`src/core/bws_pkg.sv`:
```
// Purpose: Shared constants and types for the basic watchdog and stabilizer timer.
// Assumes: Oscillator clock and CPU clock are the same 20 MHz clk.
// Notes: All register offsets and field positions live here.
package bws_pkg;
    // =====================================================================
    // Register map
    localparam logic [7:0] CTRL_ADDR = 8'hd3;
    localparam logic [7:0] CNT_ADDR = 8'hfd;
    localparam logic [7:0] CTRL_RESET = 8'h00;
    localparam logic [7:0] UNMAPPED_READ = 8'h00;
    // =====================================================================
    // Control fields
    localparam int EN_MSB = 7;
    localparam int EN_LSB = 4;
    localparam logic [3:0] DISABLE_CODE = 4'ha;
    localparam int SEL_MSB = 3;
    localparam int SEL_LSB = 2;
    localparam int CNT_CLR_BIT = 1;
    localparam int DIV_CLR_BIT = 0;
    // =====================================================================
    // Prescaler
    localparam int PRESC_W = 14;
    localparam logic [1:0] SEL_4096 = 2'h0;
    localparam logic [1:0] SEL_1024 = 2'h1;
    localparam logic [1:0] SEL_128 = 2'h2;
    localparam logic [1:0] SEL_16384 = 2'h3;
    localparam logic [3:0] TAP_4096 = 4'hb;
    localparam logic [3:0] TAP_1024 = 4'h9;
    localparam logic [3:0] TAP_128 = 4'h6;
    localparam logic [3:0] TAP_16384 = 4'hd;
    // =====================================================================
    // Counter and stabilization
    localparam int CNT_W = 8;
    localparam int STAB_BIT = 3;
    localparam logic [3:0] STAB_LOW_MAX = 4'hf;
    localparam logic [7:0] CNT_MAX = 8'hff;
    typedef enum logic [1:0] {
        ST_RUN = 2'b00,
        ST_STOP = 2'b01,
        ST_STAB = 2'b10
    } bws_state_t;
endpackage

```
`src/core/bws_top.sv`:
```
// Purpose: Basic timer acting as watchdog and oscillation stabilization timer.
// Assumes: Register port is synchronous; a write takes effect the next cycle.
// Notes: A watchdog reset re-enters stabilization just like a system reset.
// Function
// RL1: Reset clears control; watchdog on, divide 4096.
// RL2: Upper nibble 1010 alone disables watchdog.
// RL3: Bits 3:2 select divide 4096/1024/128/16384.
// RL4: Writing bit 1 clears counter, self-clears.
// RL5: Writing bit 0 clears both prescalers, self-clears.
// RL6: Enabled watchdog overflow resets the chip.
// RL7: Overflow is carry out of counter bit 7.
// RL8: Software clears counter regularly to avoid reset.
// RL9: After reset counter clock is CPU/4096.
// RL10: Stop mode wake restarts oscillator and stabilization.
// RL11: Stabilize at /4096 after reset, else preset.
// RL12: Bit 3 overflow ends stabilization, releases CPU.
// RL13: Control register read/write at D3h.
// RL14: Counter read-only at FDh, readable anytime.
// RL15: Disabled watchdog overflow wraps silently.
// RL16: Watchdog reset pulses and reinitializes block.
`timescale 1ns/1ps
`default_nettype none
module bws_top (
    // Clock and reset
    input wire logic clk,
    input wire logic reset,
    // Register port
    input wire logic [7:0] reg_addr,
    input wire logic reg_wr,
    input wire logic reg_rd,
    input wire logic [7:0] reg_wdata,
    output logic [7:0] reg_rdata,
    // Power management
    input wire logic stop_req,
    input wire logic ext_wake,
    // System outputs
    output logic cpu_clk_en,
    output logic stab_done,
    output logic wdt_reset_req,
    output logic gt_presc_clear
);
    // =====================================================================
    // State
    logic [7:0] ctrl_q;
    logic [7:0] ctrl_d;
    logic [7:0] cnt_q;
    logic [7:0] cnt_d;
    logic [7:0] rdata_q;
    logic [7:0] rdata_d;
    logic wdt_rst_q;
    logic cpu_en_q;
    logic done_q;
    logic gtclr_q;
    bws_pkg::bws_state_t state_q;
    bws_pkg::bws_state_t state_d;

    // =====================================================================
    // Decode
    logic blk_reset;
    logic wr_ctrl;
    logic cnt_clr;
    logic div_clr;
    logic wdt_on;
    logic run;
    logic tick;
    logic ovf;
    logic stab_ovf;
    logic wdt_fire;

    // The watchdog pulse reinitializes everything but the read data one cycle after it fires.
    assign blk_reset = reset || wdt_rst_q; // RL16
    assign wr_ctrl = reg_wr && (reg_addr == bws_pkg::CTRL_ADDR); // RL13
    assign cnt_clr = wr_ctrl && reg_wdata[bws_pkg::CNT_CLR_BIT]; // RL4
    assign div_clr = wr_ctrl && reg_wdata[bws_pkg::DIV_CLR_BIT]; // RL5
    assign wdt_on = (ctrl_q[bws_pkg::EN_MSB:bws_pkg::EN_LSB] != bws_pkg::DISABLE_CODE); // RL2
    assign run = (state_q != bws_pkg::ST_STOP);
    assign ovf = tick && (cnt_q == bws_pkg::CNT_MAX) && !cnt_clr; // RL7
    assign stab_ovf = tick && (cnt_q[bws_pkg::STAB_BIT:0] == bws_pkg::STAB_LOW_MAX)
        && (state_q == bws_pkg::ST_STAB); // RL12
    assign wdt_fire = ovf && wdt_on && (state_q == bws_pkg::ST_RUN); // RL6

    bws_prescaler u_presc (
        .clk(clk),
        .reset(blk_reset),
        .run(run),
        .clear(div_clr),
        .sel(ctrl_q[bws_pkg::SEL_MSB:bws_pkg::SEL_LSB]), // RL11
        .tick(tick)
    );

    // Clear bits are never stored, so they always read back as zero.
    assign ctrl_d = wr_ctrl ? {reg_wdata[7:2], 2'b00} : ctrl_q; // RL13

    // A clear in the same cycle as a tick wins, so a timely clear never loses.
    assign cnt_d = (cnt_clr || (state_q == bws_pkg::ST_STOP && state_d == bws_pkg::ST_STAB))
        ? 8'h00 : (tick ? cnt_q + 8'h01 : cnt_q); // RL4 RL15

    assign rdata_d = !reg_rd ? rdata_q :
        (reg_addr == bws_pkg::CTRL_ADDR) ? ctrl_q :
        (reg_addr == bws_pkg::CNT_ADDR) ? cnt_q : bws_pkg::UNMAPPED_READ; // RL14

    always_comb begin
        state_d = state_q;
        case (state_q)
            bws_pkg::ST_RUN: begin
                if (stop_req) begin
                    state_d = bws_pkg::ST_STOP;
                end
            end
            bws_pkg::ST_STOP: begin
                if (ext_wake) begin
                    state_d = bws_pkg::ST_STAB; // RL10
                end
            end
            bws_pkg::ST_STAB: begin
                if (stab_ovf) begin
                    state_d = bws_pkg::ST_RUN; // RL12
                end
            end
            default: state_d = bws_pkg::ST_STAB;
        endcase
    end

    // =====================================================================
    // Registers
    always_ff @(posedge clk) begin
        if (blk_reset) begin
            ctrl_q <= bws_pkg::CTRL_RESET; // RL1 RL9
            cnt_q <= 8'h00;
            state_q <= bws_pkg::ST_STAB; // RL10 RL11
        end else begin
            ctrl_q <= ctrl_d;
            cnt_q <= cnt_d;
            state_q <= state_d;
        end
    end

    always_ff @(posedge clk) begin
        if (reset) begin
            wdt_rst_q <= 1'b0;
            rdata_q <= 8'h00;
        end else begin
            wdt_rst_q <= wdt_fire; // RL6 RL16
            rdata_q <= rdata_d;
        end
    end

    always_ff @(posedge clk) begin
        if (blk_reset) begin
            cpu_en_q <= 1'b0;
            done_q <= 1'b0;
            gtclr_q <= 1'b0;
        end else begin
            cpu_en_q <= (state_d == bws_pkg::ST_RUN); // RL12
            done_q <= stab_ovf;
            gtclr_q <= div_clr; // RL5
        end
    end

    assign reg_rdata = rdata_q;
    assign cpu_clk_en = cpu_en_q;
    assign stab_done = done_q;
    assign wdt_reset_req = wdt_rst_q;
    assign gt_presc_clear = gtclr_q;

    // =====================================================================
    // Check helpers
    // The last write data is kept here so the control checks need no copy of the decode.
    // It has no reset because it is only read one cycle after a write was seen.
    logic [7:0] wdata_seen_q;
    always_ff @(posedge clk) begin
        wdata_seen_q <= reg_wdata;
    end
endmodule
`default_nettype wire

```
`src/core/bws_prescaler.sv`:
```
// Purpose: Free-running oscillator divider with a selectable tick tap.
// Assumes: Runs on clk; frozen while the oscillator is stopped.
// Notes: A tick is a one-cycle enable at the selected divided rate.
`timescale 1ns/1ps
`default_nettype none
module bws_prescaler (
    // Clock and reset
    input wire logic clk,
    input wire logic reset,
    // Control
    input wire logic run,
    input wire logic clear,
    input wire logic [1:0] sel,
    // Output
    output logic tick
);
    logic [bws_pkg::PRESC_W-1:0] div_q;
    logic [bws_pkg::PRESC_W-1:0] div_d;
    logic [bws_pkg::PRESC_W-1:0] mask;

    function automatic logic [3:0] tap_of(input logic [1:0] s);
        case (s)
            bws_pkg::SEL_4096: tap_of = bws_pkg::TAP_4096;
            bws_pkg::SEL_1024: tap_of = bws_pkg::TAP_1024;
            bws_pkg::SEL_128: tap_of = bws_pkg::TAP_128;
            default: tap_of = bws_pkg::TAP_16384;
        endcase
    endfunction

    // Each mask bit is set at or below the tap, so the tick fires once per wrap of the bits up to the tap.
    genvar g;
    generate
        for (g = 0; g < bws_pkg::PRESC_W; g++) begin : g_mask
            assign mask[g] = (4'(g) <= tap_of(sel));
        end
    endgenerate

    assign tick = run && !clear && ((div_q & mask) == mask); // RL3
    assign div_d = clear ? '0 : (run ? div_q + 1'b1 : div_q); // RL5

    always_ff @(posedge clk) begin
        if (reset) begin
            div_q <= '0;
        end else begin
            div_q <= div_d;
        end
    end
endmodule
`default_nettype wire

```
`config.mk`:
```
export PLATFORM = sky130hd
export DESIGN_NAME = bws_top
export DESIGN_NICKNAME = d
export VERILOG_FILES = /design/src/core/bws_pkg.sv /design/src/core/bws_top.sv /design/src/core/bws_prescaler.sv
export SDC_FILE = /design/constraint.sdc
export NUM_CORES = 1
export LEC_CHECK = 0
export BUFFER_PORTS_ARGS = -buffer_cell sky130_fd_sc_hd__buf_2
export CAP_MARGIN = 10
export CORE_AREA = 10 10 72 74
export DETAILED_ROUTE_END_ITERATION = 16
export DIE_AREA = 0 0 82 84
export PLACE_DENSITY = 0.76
export SETUP_SLACK_MARGIN = 0.5
export SLEW_MARGIN = 20
export SYNTH_ARGS = -nofsm -noshare
export SYNTH_HDL_FRONTEND = slang
export SYNTH_HIERARCHICAL = 1
export SYNTH_SLANG_ARGS = --single-unit
```
`constraint.sdc`:
```
create_clock -name clk -period 4.1 [get_ports clk]
set_input_delay 0.205 -clock clk [delete_from_list [all_inputs] [get_ports clk]]
set_output_delay 0.205 -clock clk [all_outputs]
set_load 0.01 [all_outputs]
```
# ---- Word level (Yosys, flattened, before mapping)
# Cells that the tools add are included.
dict set report word_totals {
  regBits 42
  inputBits 22
  output_inout_bits 12
  wordCells 66
}
dict set report classes {
  n_addsub 2
  order_cmp 14
  eq_ne 12
  muxes 7
  bitwise_logic 1
  reduce_logical 21
}
# cell count
set ops {}
lappend ops {{== test 8 bit, second input constant} 3}
lappend ops {{<= comparator 4 bit, first input constant} 6}
lappend ops {{<= comparator 3 x 4 -> 1 bit, first input constant} 4}
lappend ops {{2-to-1 mux 8 bit} 2}
lappend ops {{adder 14 x 1 -> 14 bit, second input constant} 1}
lappend ops {{bitwise AND 14 bit} 1}
lappend ops {{== test 14 bit} 1}
lappend ops {{logical AND 1 bit} 12}
lappend ops {{one-hot mux 4 bit (3 select lines)} 1}
lappend ops {{adder 8 x 1 -> 8 bit, second input constant} 1}
lappend ops {{<= comparator 1 x 4 -> 1 bit, first input constant} 2}
lappend ops {{<= comparator 2 x 4 -> 1 bit, first input constant} 2}
lappend ops {{== test 2 bit, second input constant} 3}
lappend ops {{logical NOT 2 bit} 3}
lappend ops {{2-to-1 mux 2 bit} 3}
lappend ops {{one-hot mux 2 bit (3 select lines)} 1}
lappend ops {{== test 2 x 1 -> 1 bit, second input constant} 2}
lappend ops {{== test 4 bit, second input constant} 1}
lappend ops {{inequality test 4 bit, second input constant} 1}
lappend ops {{OR reduction 2 bit} 2}
lappend ops {{logical NOT 1 bit} 2}
lappend ops {{logical OR 1 bit} 2}
lappend ops {{inequality test 2 x 1 -> 1 bit, second input constant} 1}

# ---- Logic depth before layout (Yosys ltp)
# Gate-level depths: netlist (run 1).
dict set report logic_depth {
  word_depth 14
  ltp_mapped 8
  mapped_depth_nobuf 7
}

# ---- Hierarchy
# The synthesis (run 1) kept the hierarchy.
# module n_inst cells_per_inst area_per_inst_um2 seq_area_each_um2
set modules_own_cells {}
lappend modules_own_cells {bws_top 1 139 1285.0 560.5}
lappend modules_own_cells {bws_prescaler 1 81 718.2 280.3}

# ---- Worst setup path before layout (run 1)
# Ideal clock, no wire load.
dict set report synth_path {
  path_kind {flip-flop to flip-flop}
  startpoint {register ctrl_q[2]}
  endpoint {register cnt_q[6]}
  setup_time_ns 0.086
  t_arrival_ns 3.014
  path_slack_ns 1.000
  path_stages_with_launch 8
  path_cell_list {dfxtp_1 inv_1 ha_1 a221o_1 a2111oi_0 nand4_2 or3_1 a211oi_1}
}
dict set report synth_between {
  elab_chain_cells 14
  word_cells_on_any_way 29
  cone_classes {order compare: 14; eq/ne: 4; mux: 3; bitwise: 1; reduce/logical: 7}
}
# item line
set synth_lines {}
lappend synth_lines {{start, declared} bws_top.sv:44} ;# logic [7:0] ctrl_q;
lappend synth_lines {{start signal, assigned} bws_top.sv:128} ;# ctrl_q <= bws_pkg::CTRL_RESET;
lappend synth_lines {{start signal, assigned} bws_top.sv:132} ;# ctrl_q <= ctrl_d;
lappend synth_lines {{== test 2 bit (tied with other cells)} bws_prescaler.sv:22} ;# case (s)
lappend synth_lines {{one-hot mux 4 bit (3 select lines) *} bws_prescaler.sv:22}
lappend synth_lines {{<= comparator 1 x 4 -> 1 bit (tied with other cells)} bws_prescaler.sv:34} ;# assign mask[g] = (4'(g) <= tap_of(sel));
lappend synth_lines {{bitwise AND 14 bit} bws_prescaler.sv:38} ;# assign tick = run && !clear && ((div_q & mask) == mask);
lappend synth_lines {{== test 14 bit *} bws_prescaler.sv:38}
lappend synth_lines {{logical AND 1 bit *} bws_prescaler.sv:38}
lappend synth_lines {{named net tick} bws_top.sv:65} ;# logic tick;
lappend synth_lines {{logical AND 1 bit} bws_top.sv:78} ;# assign stab_ovf = tick && (cnt_q[bws_pkg::STAB_BIT:0] == bws_pkg::STAB_LOW_MAX)
lappend synth_lines {{logical AND 1 bit} bws_top.sv:79} ;# && (state_q == bws_pkg::ST_STAB);
lappend synth_lines {{2-to-1 mux 2 bit} bws_top.sv:116} ;# if (stab_ovf) begin
lappend synth_lines {{one-hot mux 2 bit (3 select lines)} bws_top.sv:104} ;# case (state_q)
lappend synth_lines {{== test 2 bit} bws_top.sv:95} ;# assign cnt_d = (cnt_clr || (state_q == bws_pkg::ST_STOP && state_d == bws_pkg::ST_STAB))
lappend synth_lines {{logical AND 1 bit} bws_top.sv:95}
lappend synth_lines {{logical OR 1 bit} bws_top.sv:95}
lappend synth_lines {{OR reduction 2 bit (no line)} -}
lappend synth_lines {{end signal, assigned} bws_top.sv:133} ;# cnt_q <= cnt_d;
lappend synth_lines {{end, declared} bws_top.sv:46} ;# logic [7:0] cnt_q;
# The timed path passes the listed nets; every way through them passes the cells marked *.
# A chain may end at the register's enable or synchronous reset.

# ---- Worst setup path after layout (run 1)
dict set report layout_path {
  startpoint {input port reg_addr[4]}
  endpoint {register cnt_q[6]}
}
dict set report layout_between {
  elab_chain_cells 14
  word_cells_on_any_way 15
  cone_classes {eq/ne: 2; mux: 2; reduce/logical: 11}
}
# item line
set layout_lines {}
lappend layout_lines {{start, declared} bws_top.sv:28} ;# input wire logic [7:0] reg_addr,
lappend layout_lines {{== test 8 bit *} bws_top.sv:72} ;# assign wr_ctrl = reg_wr && (reg_addr == bws_pkg::CTRL_ADDR);
lappend layout_lines {{logical AND 1 bit *} bws_top.sv:72}
lappend layout_lines {{logical AND 1 bit *} bws_top.sv:74} ;# assign div_clr = wr_ctrl && reg_wdata[bws_pkg::DIV_CLR_BIT];
lappend layout_lines {{named net div_clr} bws_top.sv:62} ;# logic div_clr;
lappend layout_lines {{logical NOT 1 bit *} bws_prescaler.sv:38}
lappend layout_lines {{logical AND 1 bit * (2 in series)} bws_prescaler.sv:38}
lappend layout_lines {{named net tick} bws_top.sv:65}
lappend layout_lines {{logical AND 1 bit} bws_top.sv:78}
lappend layout_lines {{logical AND 1 bit} bws_top.sv:79}
lappend layout_lines {{2-to-1 mux 2 bit} bws_top.sv:116}
lappend layout_lines {{one-hot mux 2 bit (3 select lines)} bws_top.sv:104}
lappend layout_lines {{== test 2 bit} bws_top.sv:95}
lappend layout_lines {{logical AND 1 bit} bws_top.sv:95}
lappend layout_lines {{logical OR 1 bit} bws_top.sv:95}
lappend layout_lines {{OR reduction 2 bit (no line)} -}
# Marks and branches as above.

==> metrics.md, run 1 <==
| Metric | Value |
|---|---|
| Layout net count | `roughly 270` |
| Htree depth | `2` |
| Post-CTS Hold Fix Bufs | `0` |
| Synth Area in Simple Gates | `0.2954` |
| Post-detail-place hpwl | `3.157 mm` |
| Area taken by multi-input logic gates | `between 1000 and 1500 µm²` |
| Drt pass-1 iters | `4` |
| Main flop type after synthesis | `dfxtp_1` |
| Setup-failing EPs final | `0` |
| Async set-reset flop share out of synthesis | `0` |
| Main combinational cell family by area after synthesis | `simple AND/OR/NAND/NOR gates` |
| R2r setup slk | `1.66 ns` |
| CP dominant cell by count | `and4_1` |
| First-pass GRT wire length | `about 7.2 mm` |
| Die width | `approximately 80 µm` |
| R2R depth | `8` |
| Kind of critical path | `in2reg` |
| Pin count of the biggest net entering global routing | `23` |
| Post-Syn Area | `~2000 µm²` |
| Setup bufs post-CTS | `0` |
| Clock latency on the worst-skew pair | `approximately 0.30 ns` |
| Synthesis-stage register bit count | `42` |
| WL per Instance | `approximately 14 µm` |
| Final Critical Period | `around 2.4 ns` |
| Vias in the first global route | `between 1500 and 2000` |
| Worst Path Max Fanout | `22` |
| Post-Synth Adder-Cell Area | `0.02498` |
| Die Ht | `~84 µm` |
| Endpoint, Worst Hold | `ctrl_q[5]` |
| Number of buffers and inverters on the critical path | `2` |
| RSZ-0062 raised after global routing | `false` |
| GRT Util Overall | `0.1285` |
| Core box area | `around 3900 µm²` |
| Final Hold Vio Count | `0` |
| Hold Startpoint | `reg_wdata[5]` |
| Worst Hold Class | `in2reg` |
| Layout cells sized above 1 | `0.2008` |
| Clk root buf | `clkbuf_8` |
| Top-Level Pins | `34` |
| Post-synthesis compound-gate area fraction | `0.1512` |
| Avg Cell Area, Syn | `~9.1 µm²` |
| Syn nets | `about 250` |
| TritonCTS clock tree | `yes` |
| Hold path depth | `3` |
| Highest Clock Rate | `roughly 410 MHz` |
| Critical path arrival | `between 2 and 3 ns` |
| Crit-path slowest cell | `and4_1` |
| Layout fillers | `~350` |
| Worst-margin pin slew | `between 0.6 and 0.7 ns` |
| Setup tns final | `0 ns` |
| Max Cap Viol | `0` |
| Critical R2R Capture | `cnt_q[6]` |
| Status | `complete, no violations` |
| Placed Cells | `291` |
| Lkg Pwr | `around 0.82 nW` |
| Post-DRT Antenna Nets | `0` |
| Worst R2R Start | `ctrl_q[2]` |
| Crit. End Element | `flip-flop` |
| Final Max Tran Viols | `0` |
| I/O Buffers | `33` |
| Clock tree buffer depth | `2` |
| Number of enable flip-flop cells after synthesis | `0` |
| Antenna cells | `0` |
| Initial DRC Count | `105` |
| Total grt overflow | `0` |
| Die area | `about 7000 µm²` |
| Via density | `between 5 and 6` |
| Sequential Area | `840.8 µm²` |
| Share of the yosys chip area belonging to registers | `0.4197` |
| Synth unique cells | `42` |
| Finished Layout Cells | `299` |
| Initial antenna violation count | `0` |
| Area growth from synthesis to layout | `13.55%` |
| Synth Area in XOR/XNOR | `0.03498` |
| DRC violations left | `0` |
| Finished layout cell area | `between 2000 and 2500 µm²` |
| Max incr delay on CP | `between 0.4 and 0.5 ns` |
| CTS sink count | `42` |
| Cell count after synthesis | `220` |
| CTS resizes | `0` |
| Placed Area | `2168 µm²` |
| Mux share of post-synthesis cell area | `0.02498` |
| CTS Buf Count | `5` |
| Startpoint types | `input pin` |
| RePlAce Congestion | `between 0.7 and 0.8` |
| Row count | `23` |
| Routed vias | `1727` |
| Maximum vdd drop | `roughly 0.21 mV` |
| Total Wirelength | `4.263 mm` |
| Starting Density | `0.5195` |
| Tcrit/Tclk final | `0.5957` |
| Syn. warnings | `6` |
| Util after Layout | `0.5899` |
| Rel. slew slack | `0.5574` |
| Crit path cell chain | `buf_2 > and4_1 > and4_1 > a221o_1 > a2111oi_1 > buf_4 > nand4_2 > or3_1 > a211oi_1` |
| Clock slew at reported path FFs | `0.08 ns` |
| Clock Skew | `between 0.008 and 0.009 ns` |
| Top delay family on crit path | `simple AND/OR/NAND/NOR gates` |
| Pwr Density | `344.9 nW/µm²` |
| Worst endpoint required time | `4.32 ns` |
[layout by cell type, fill, tap and decap left out, drive strengths merged]
cell type and count:
a2111oi 2, a211oi 3, a21oi 15, a221o 1
a311oi 6, and2 1, and3 1, and4 4
and4b 1, buf 34, bufinv 1, clkbuf 7
clkinv 1, dfxtp 42, ha 4, inv 6
mux2i 5, nand2 13, nand2b 3, nand3 15
nand4 16, nor2 14, nor2b 1, nor3 7
nor4 2, nor4b 2, nor4bb 1, o21a 2
o21ai 7, o31ai 10, or2 1, or3 7
or4 5, or4b 1, xnor2 3, xor2 5
[layer usage]
layer | global-route usage | vias to the layer above | wire [µm]
met5 | 0 | - | 0
met4 | 0.06037 | 0 | 83
met3 | 0.04310 | 8 | 260
met2 | 0.1854 | 41 | 1845
met1 | 0.1650 | 788 | 2074
li1 | - | 890 | -
[layout make-up]
| type | count | share of cell area |
|---|---|---|
| flip-flops and latches | 42 | 0.3696 |
| multi-input cells | 158 | 0.4686 |
| well taps | 50 | 0.02750 |
| repair buffers | 34 | 0.07591 |
| inverters | 7 | 0.01155 |
| clock buffers | 7 | 0.03355 |
| clock inverters | 1 | 0.01320 |
[synthesized netlist by cell type (4+ instances only)]
cell type,count,share of area
inv_1,6,0.011
o31ai_1,10,0.037
nor2_1,13,0.024
nand3_1,14,0.035
nand4_2,4,0.025
dfxtp_1,42,0.42
o21ai_0,6,0.015
buf_2,6,0.015
or3_1,7,0.022
nand4_1,12,0.037
ha_1,4,0.025
or4_1,5,0.019
and4_1,4,0.017
nor3_1,7,0.017
xor2_1,5,0.022
a21oi_1,15,0.037
mux2i_1,5,0.025
nand2_1,13,0.024
a311oi_1,6,0.026
[sequential cells by signal, summed over array words and instances (netlist names)]
signal,count
state_q,2
ctrl_q,6
reg_rdata,8
stab_done,1
u_presc/div_q,14
wdt_reset_req,1
cpu_clk_en,1
gt_presc_clear,1
cnt_q,8
[through the flow]
step	total power, mW	hold slack (ns)	setup WS [ns]
floorplan	0.4537	0.3550	0.9997
global placement	0.4722	0.4545	1.425
detailed placement	0.4730	0.4558	1.342
CTS	0.7901	0.1567	1.644
global route	0.8102	0.1616	1.380
finish	0.7846	0.1550	1.658
[where the power goes]
part	internal, mW	switching, mW	total, mW
logic	0.0184	0.0272	0.0456
registers	0.413	0.00474	0.418
clock network	0.182	0.139	0.321
total	0.614	0.171	0.785
[logic make-up after synthesis]
kind of cell,after synthesis
compound gates,46
xor+xnor,8
fa+ha+maj,4
buf+inv,20
flops,42
mux,5
simple gates,95
[how the worst max path moves through the flow]
| stage | start | end | slack (ns) | cells past startpoint |
|---|---|---|---|---|
| floorplan | ctrl_q[2] | cnt_q[6] | 1.0 | 7 |
| global placement | reg_addr[4] | cnt_q[6] | 1.43 | 9 |
| detailed placement | reg_addr[4] | cnt_q[6] | 1.34 | 9 |
| CTS | reg_addr[4] | cnt_q[6] | 1.64 | 9 |
| global route | reg_addr[4] | cnt_q[6] | 1.38 | 9 |
| finish | reg_addr[4] | cnt_q[6] | 1.66 | 9 |
[worst min-delay path, cell delays in order]
cell and delay [ns]:
buf_2 0.10, nand4_1 0.06, a21oi_1 0.05
Power figures use the tool's default switching activity.
==> inputs of run 2 (changes only) <==
clock period = 2.4 ns   (was 4.1 ns; I/O delays follow)
==> run 2 against run 1 <==
- final area is 8.1% higher
- via count is 2.7% higher
- critical path depth is 1 lower
- die area stayed put
- utilization up 4.8 points
- clock skew down 0.0013 ns
- first-iteration DRC count grew 46%
- flip-flop and latch count unchanged
- non-clock buffer count is 11 higher
- cell count grew 3.7%
- wire length is 6.9% higher
- sequential power grew 71%
==> metrics.md, run 2 (synthesis results as in run 1) <==
| Metric | Value |
|---|---|
| Worst R2R Start | `ctrl_q[2]` |
| Max Cap Viol | `0` |
| Worst-margin pin slew | `around 0.74 ns` |
| Htree depth | `2` |
| Layout net count | `approximately 290` |
| Routed vias | `approximately 1800` |
| Final Critical Period | `2.081 ns` |
| Final Max Tran Viols | `0` |
| Total grt overflow | `0` |
| CTS sink count | `42` |
| CTS Buf Count | `5` |
| Vias in the first global route | `around 1700` |
| CP Launch Point | `ctrl_q[2]` |
| Post-detail-place hpwl | `between 3 and 4 mm` |
| Placed Area | `between 2000 and 2500 µm²` |
| Die area | `6888 µm²` |
| Die width | `82 µm` |
| TritonCTS clock tree | `yes` |
| Startpoint types | `flip-flop` |
| First-pass GRT wire length | `between 7 and 8 mm` |
| Lkg Pwr | `approximately 0.90 nW` |
| R2r setup slk | `around 0.32 ns` |
| Worst setup margin | `0.3194 ns` |
| Initial antenna violation count | `0` |
| Drt pass-1 iters | `4` |
| GRT Util Overall | `0.1377` |
| Clock latency on the worst-skew pair | `0.30 ns` |
| Die Ht | `~84 µm` |
| Worst Hold Class | `in2reg` |
| Area taken by multi-input logic gates | `around 1200 µm²` |
| Initial DRC Count | `about 150` |
| Layout cells sized above 1 | `0.2731` |
| RSZ-0062 raised after global routing | `true` |
| Max reg flops | `14` |
| Clock Skew | `between 0.007 and 0.008 ns` |
| Status | `complete, no violations` |
| Hold Startpoint | `reg_wdata[3]` |
| Clock tree buffer depth | `2` |
| DRC violations left | `0` |
| Top-Level Pins | `34` |
| Setup slack after placement | `approximately 0.065 ns` |
| Sequential Area | `between 800 and 900 µm²` |
| Hold path depth | `3` |
| Post-CTS Hold Fix Bufs | `0` |
| Rel. slew slack | `0.4979` |
| I/O Buffers | `33` |
| Setup-failing EPs final | `0` |
| Total Wirelength | `4.557 mm` |
| Row count | `23` |
| Highest Clock Rate | `around 480 MHz` |
| Tcrit/Tclk final | `0.8669` |
| Final Hold Vio Count | `0` |
| RePlAce Congestion | `about 0.77` |
| Biggest register | `u_presc/div_q` |
| Pin count of the biggest net entering global routing | `22` |
| Starting Density | `0.5195` |
| Via density | `between 5 and 6` |
| Endpoint, Worst Hold | `ctrl_q[3]` |
| Most frequent cells in the layout | `dfxtp_1, buf_2, a21oi_1, nand3_1, nand2_1` |
| Critical R2R Capture | `cnt_q[5]` |
| R2R depth | `8` |
| Pwr Density | `546.1 nW/µm²` |
| Critical path arrival | `2.30 ns` |
| Layout fillers | `~340` |
| Most common cell after layout, fill and taps aside | `dfxtp_1` |
| Clock slew at reported path FFs | `0.08 ns` |
| Setup tns final | `0 ns` |
| Worst Path Max Fanout | `4` |
| Maximum vdd drop | `roughly 0.41 mV` |
| Worst endpoint required time | `2.62 ns` |
| Antenna cells | `0` |
| WL per Instance | `14.70 µm` |
| Kind of critical path | `reg2reg` |
| Post-DRT Antenna Nets | `0` |
| Core box area | `slightly below 4000 µm²` |
| Clk root buf | `clkbuf_8` |
| Crit. End Element | `flip-flop` |
| Finished layout cell area | `2460 µm²` |
| Area growth from synthesis to layout | `22.80%` |
## run 2: cell types whose count changed in the layout (fill, tap and decap cells not counted), moves of 2 or more
cell	previous run	this run
nand4_2	4	2
buf_4	1	11
dfxtp_1	42	39
nand4_4	0	2
a211oi_2	0	2
a211oi_1	3	1
dfxtp_2	0	2
a2111oi_4	0	2
## run 2: worst max path at each step
stage / endpoint / cells after the start
3_5_place_dp: cpu_clk_en / 6
4_1_cts: cnt_q[5] / 8
5_1_grt: cnt_q[5] / 8
3_3_place_gp: cnt_q[6] / 7
2_1_floorplan: cnt_q[6] / 7
6_report: cnt_q[5] / 8
## run 2: timing repair
item / 4_1_cts / 5_1_grt
setup buffers: 5 / 2
pin swaps: 6 / 4
gates resized for setup: 11 / 6
endpoints found under the setup margin: 10 / 12
## run 2: per-layer routing
layer	global-route usage	vias to the layer above	routed length, µm
met5	0	-	0
met4	0.04644	0	48
met3	0.04418	4	252
met2	0.2026	40	2034
met1	0.1822	818	2220
li1	-	912	-
## run 2: layout make-up
class	count	share of cell area
multi-input combinational	158	0.4710
sequential	42	0.3444
timing repair buffer	45	0.1053
clock buffer	7	0.03103
tap	50	0.02543
clock inverter	1	0.01221
inverter	7	0.01068
## run 2: per-stage QoR
step                hold WS [ns]  cells  power [mW]    util
detailed placement        0.3877    295      0.8092  0.5750
floorplan                 0.2625    220      0.7752       -
CTS                      0.07096    308       1.353  0.6249
global route             0.06815    310       1.397  0.6379
finish                   0.06966    310       1.343  0.6379
global placement          0.3825    295      0.8083  0.5750
## run 2: where the power goes
group,internal (mW),total [mW],switching (mW)
clock network,0.311,0.551,0.239
logic,0.0324,0.0796,0.0472
registers,0.704,0.713,0.00851
## run 2: critical path: stages, from the launching register on
cell	delay, ns
dfxtp_4	0.37
inv_2	0.04
ha_4	0.20
a221o_1	0.38
a2111oi_4	0.19
buf_4	0.20
nand4_4	0.08
or3_1	0.35
a211oi_1	0.19
==> inputs of run 3 (changes only) <==
CORE_AREA = 10 10 70 72   (was 10 10 72 74)
CTS_BUF_LIST = sky130_fd_sc_hd__clkbuf_2   (was default)
CTS_CLUSTER_DIAMETER = 200   (was default)
DIE_AREA = 0 0 80 82   (was 0 0 82 84)
PLACE_DENSITY = 0.8   (was 0.76)
RECOVER_POWER = 100   (was default)
==> run 3 against run 2 <==
- non-clock buffer count rose by 10
- worst hold slack got worse by 0.052 ns
- first-iteration DRC count fell by 11%
- power fell by 8.7%
- sequential share of layout area fell by 0.30 points
- die area fell by 4.8%
- critical endpoint unchanged
==> metrics.md, run 3 (synthesis results as in run 1) <==
| Metric | Value |
|---|---|
| Max reg flops | `14` |
| Biggest register | `u_presc/div_q` |
| Via density | `5.940` |
| Starting Density | `0.5598` |
| Htree depth | `2` |
| Clock Skew | `~0.025 ns` |
| Worst endpoint required time | `2.75 ns` |
| Max Cap Viol | `0` |
| Row count | `22` |
| Final Critical Period | `approximately 2.2 ns` |
| Post-DRT Antenna Nets | `0` |
| Vias in the first global route | `roughly 1800` |
| Rel. slew slack | `0.5048` |
| Clock tree buffer depth | `2` |
| R2R depth | `8` |
| Endpoint, Worst Hold | `reg_rdata[1]` |
| Worst Hold Class | `in2reg` |
| Pwr Density | `around 490 nW/µm²` |
| First-pass GRT wire length | `about 8.7 mm` |
| Most common cell after layout, fill and taps aside | `dfxtp_1` |
| RSZ-0062 raised after global routing | `true` |
| Routed vias | `roughly 1900` |
| Clock latency on the worst-skew pair | `0.41 ns` |
| WL per Instance | `between 15 and 20 µm` |
| CTS Buf Count | `5` |
| Worst R2R Start | `ctrl_q[2]` |
| TritonCTS clock tree | `yes` |
| RePlAce Congestion | `~0.81` |
| Top-Level Pins | `34` |
| Highest Clock Rate | `between 400 and 500 MHz` |
| Drt pass-1 iters | `4` |
| Die area | `about 6600 µm²` |
| Tcrit/Tclk final | `0.9258` |
| Die Ht | `82 µm` |
| Total grt overflow | `0` |
| Lkg Pwr | `between 0.8 and 0.9 nW` |
| Initial DRC Count | `approximately 140` |
| Setup tns final | `0 ns` |
| Core box area | `~3600 µm²` |
| Antenna cells | `0` |
| Post-detail-place hpwl | `about 3.5 mm` |
| Setup slack after placement | `around 0.08 ns` |
| Worst Path Max Fanout | `5` |
| Kind of critical path | `reg2reg` |
| Most frequent cells in the layout | `dfxtp_1, buf_2, a21oi_1, nand3_1` |
| Final Hold Vio Count | `0` |
| Layout fillers | `288` |
| CTS sink count | `42` |
| Status | `complete, no violations` |
| DRC violations left | `0` |
| Initial antenna violation count | `0` |
| Pin count of the biggest net entering global routing | `22` |
| Placed Cells | `around 290` |
| Total power | `1.226 mW` |
| Critical R2R Capture | `cnt_q[5]` |
| Worst-margin pin slew | `0.7378 ns` |
| Final Max Tran Viols | `0` |
| Worst setup margin | `0.1780 ns` |
| Finished Layout Cells | `around 320` |
| Worst Hold Slack | `0.01748 ns` |
| Layout net count | `295` |
| Clock slew at reported path FFs | `about 0.22 ns` |
| Layout cells sized above 1 | `0.2296` |
| Critical path arrival | `around 2.6 ns` |
| Hold Startpoint | `reset` |
| Clk root buf | `clkbuf_2` |
| Hold path depth | `2` |
| Maximum vdd drop | `between 0.5 and 0.6 mV` |
| Area growth from synthesis to layout | `23.86%` |
| GRT Util Overall | `0.1620` |
| Startpoint types | `flip-flop` |
| Total Wirelength | `~5.5 mm` |
| Die width | `80 µm` |
| Crit. End Element | `flip-flop` |
| I/O Buffers | `33` |
| Setup-failing EPs final | `0` |
| R2r setup slk | `0.18 ns` |
## run 3: changes by cell type in the layout (fill, tap and decap cells not counted), sizes merged
cell / delta
buf: -11
clkinvlp: +1
clkbuf: +12
dlygate4sd3: +8
## run 3: repair_timing
| action | 4_1_cts | 5_1_grt |
|---|---|---|
| endpoints found under the setup margin | 11 | 12 |
| resized for setup | 12 | 12 |
| buffers inserted | 5 | 4 |
| hold buffers | 7 | 1 |
| cloned | 0 | 0 |
| hold endpoints to repair | 8 | 1 |
| pin swaps | 6 | 5 |
## run 3: cell type report
cell class	instances	area, µm²	area share
Multi-Input combinational cell	158	1130	0.4554
Sequential cell	42	847.1	0.3414
Clock buffer	6	30.03	0.01210
Tap cell	48	60.06	0.02421
Inverter	7	26.28	0.01059
Clock inverter	2	37.54	0.01513
Timing Repair Buffer	55	350.3	0.1412
## run 3: worst max-delay path: stages, from the launching register on
cell and delay [ns]:
dfxtp_1 0.39, inv_1 0.06, ha_2 0.28, a221o_1 0.35, a2111oi_4 0.22, buf_6 0.17, nand4_4 0.12, or3_4 0.36
a211oi_2 0.22
## run 3: metrics by stage
step	util	area [µm²]
after floorplan	-	2023
after global placement	0.6189	2215
after detailed placement	0.6189	2215
after CTS	0.6853	2452
after global routing	0.6934	2481
final	0.6934	2481
## run 3: per-layer routing
| layer | vias up | GRT usage | part of all wire |
|---|---|---|---|
| met5 | - | 0 | 0 |
| li1 | 922 | - | - |
| met3 | 6 | 0.04694 | 0.065 |
| met1 | 899 | 0.1973 | 0.44 |
| met4 | 0 | 0.04754 | 0.012 |
| met2 | 62 | 0.2713 | 0.48 |
## run 3: how the worst max path moves through the flow
stage | endpoint | cells after the start | start | slack [ns]
floorplan | cnt_q[6] | 7 | ctrl_q[2] | 0.28
global placement | cnt_q[5] | 7 | ctrl_q[2] | 0.19
detailed placement | cnt_q[6] | 7 | ctrl_q[2] | 0.08
CTS | cnt_q[6] | 8 | ctrl_q[2] | 0.17
global route | cnt_q[5] | 8 | ctrl_q[2] | 0.10
finish | cnt_q[5] | 8 | ctrl_q[2] | 0.18
## run 3: where the power goes
| group | switching, mW | leakage (nW) | total, mW | internal (mW) |
|---|---|---|---|---|
| Combinational | 0.0531 | 0.485 | 0.0923 | 0.0392 |
| Sequential | 0.00863 | 0.340 | 0.716 | 0.708 |
| Clock | 0.238 | 0.0392 | 0.418 | 0.180 |
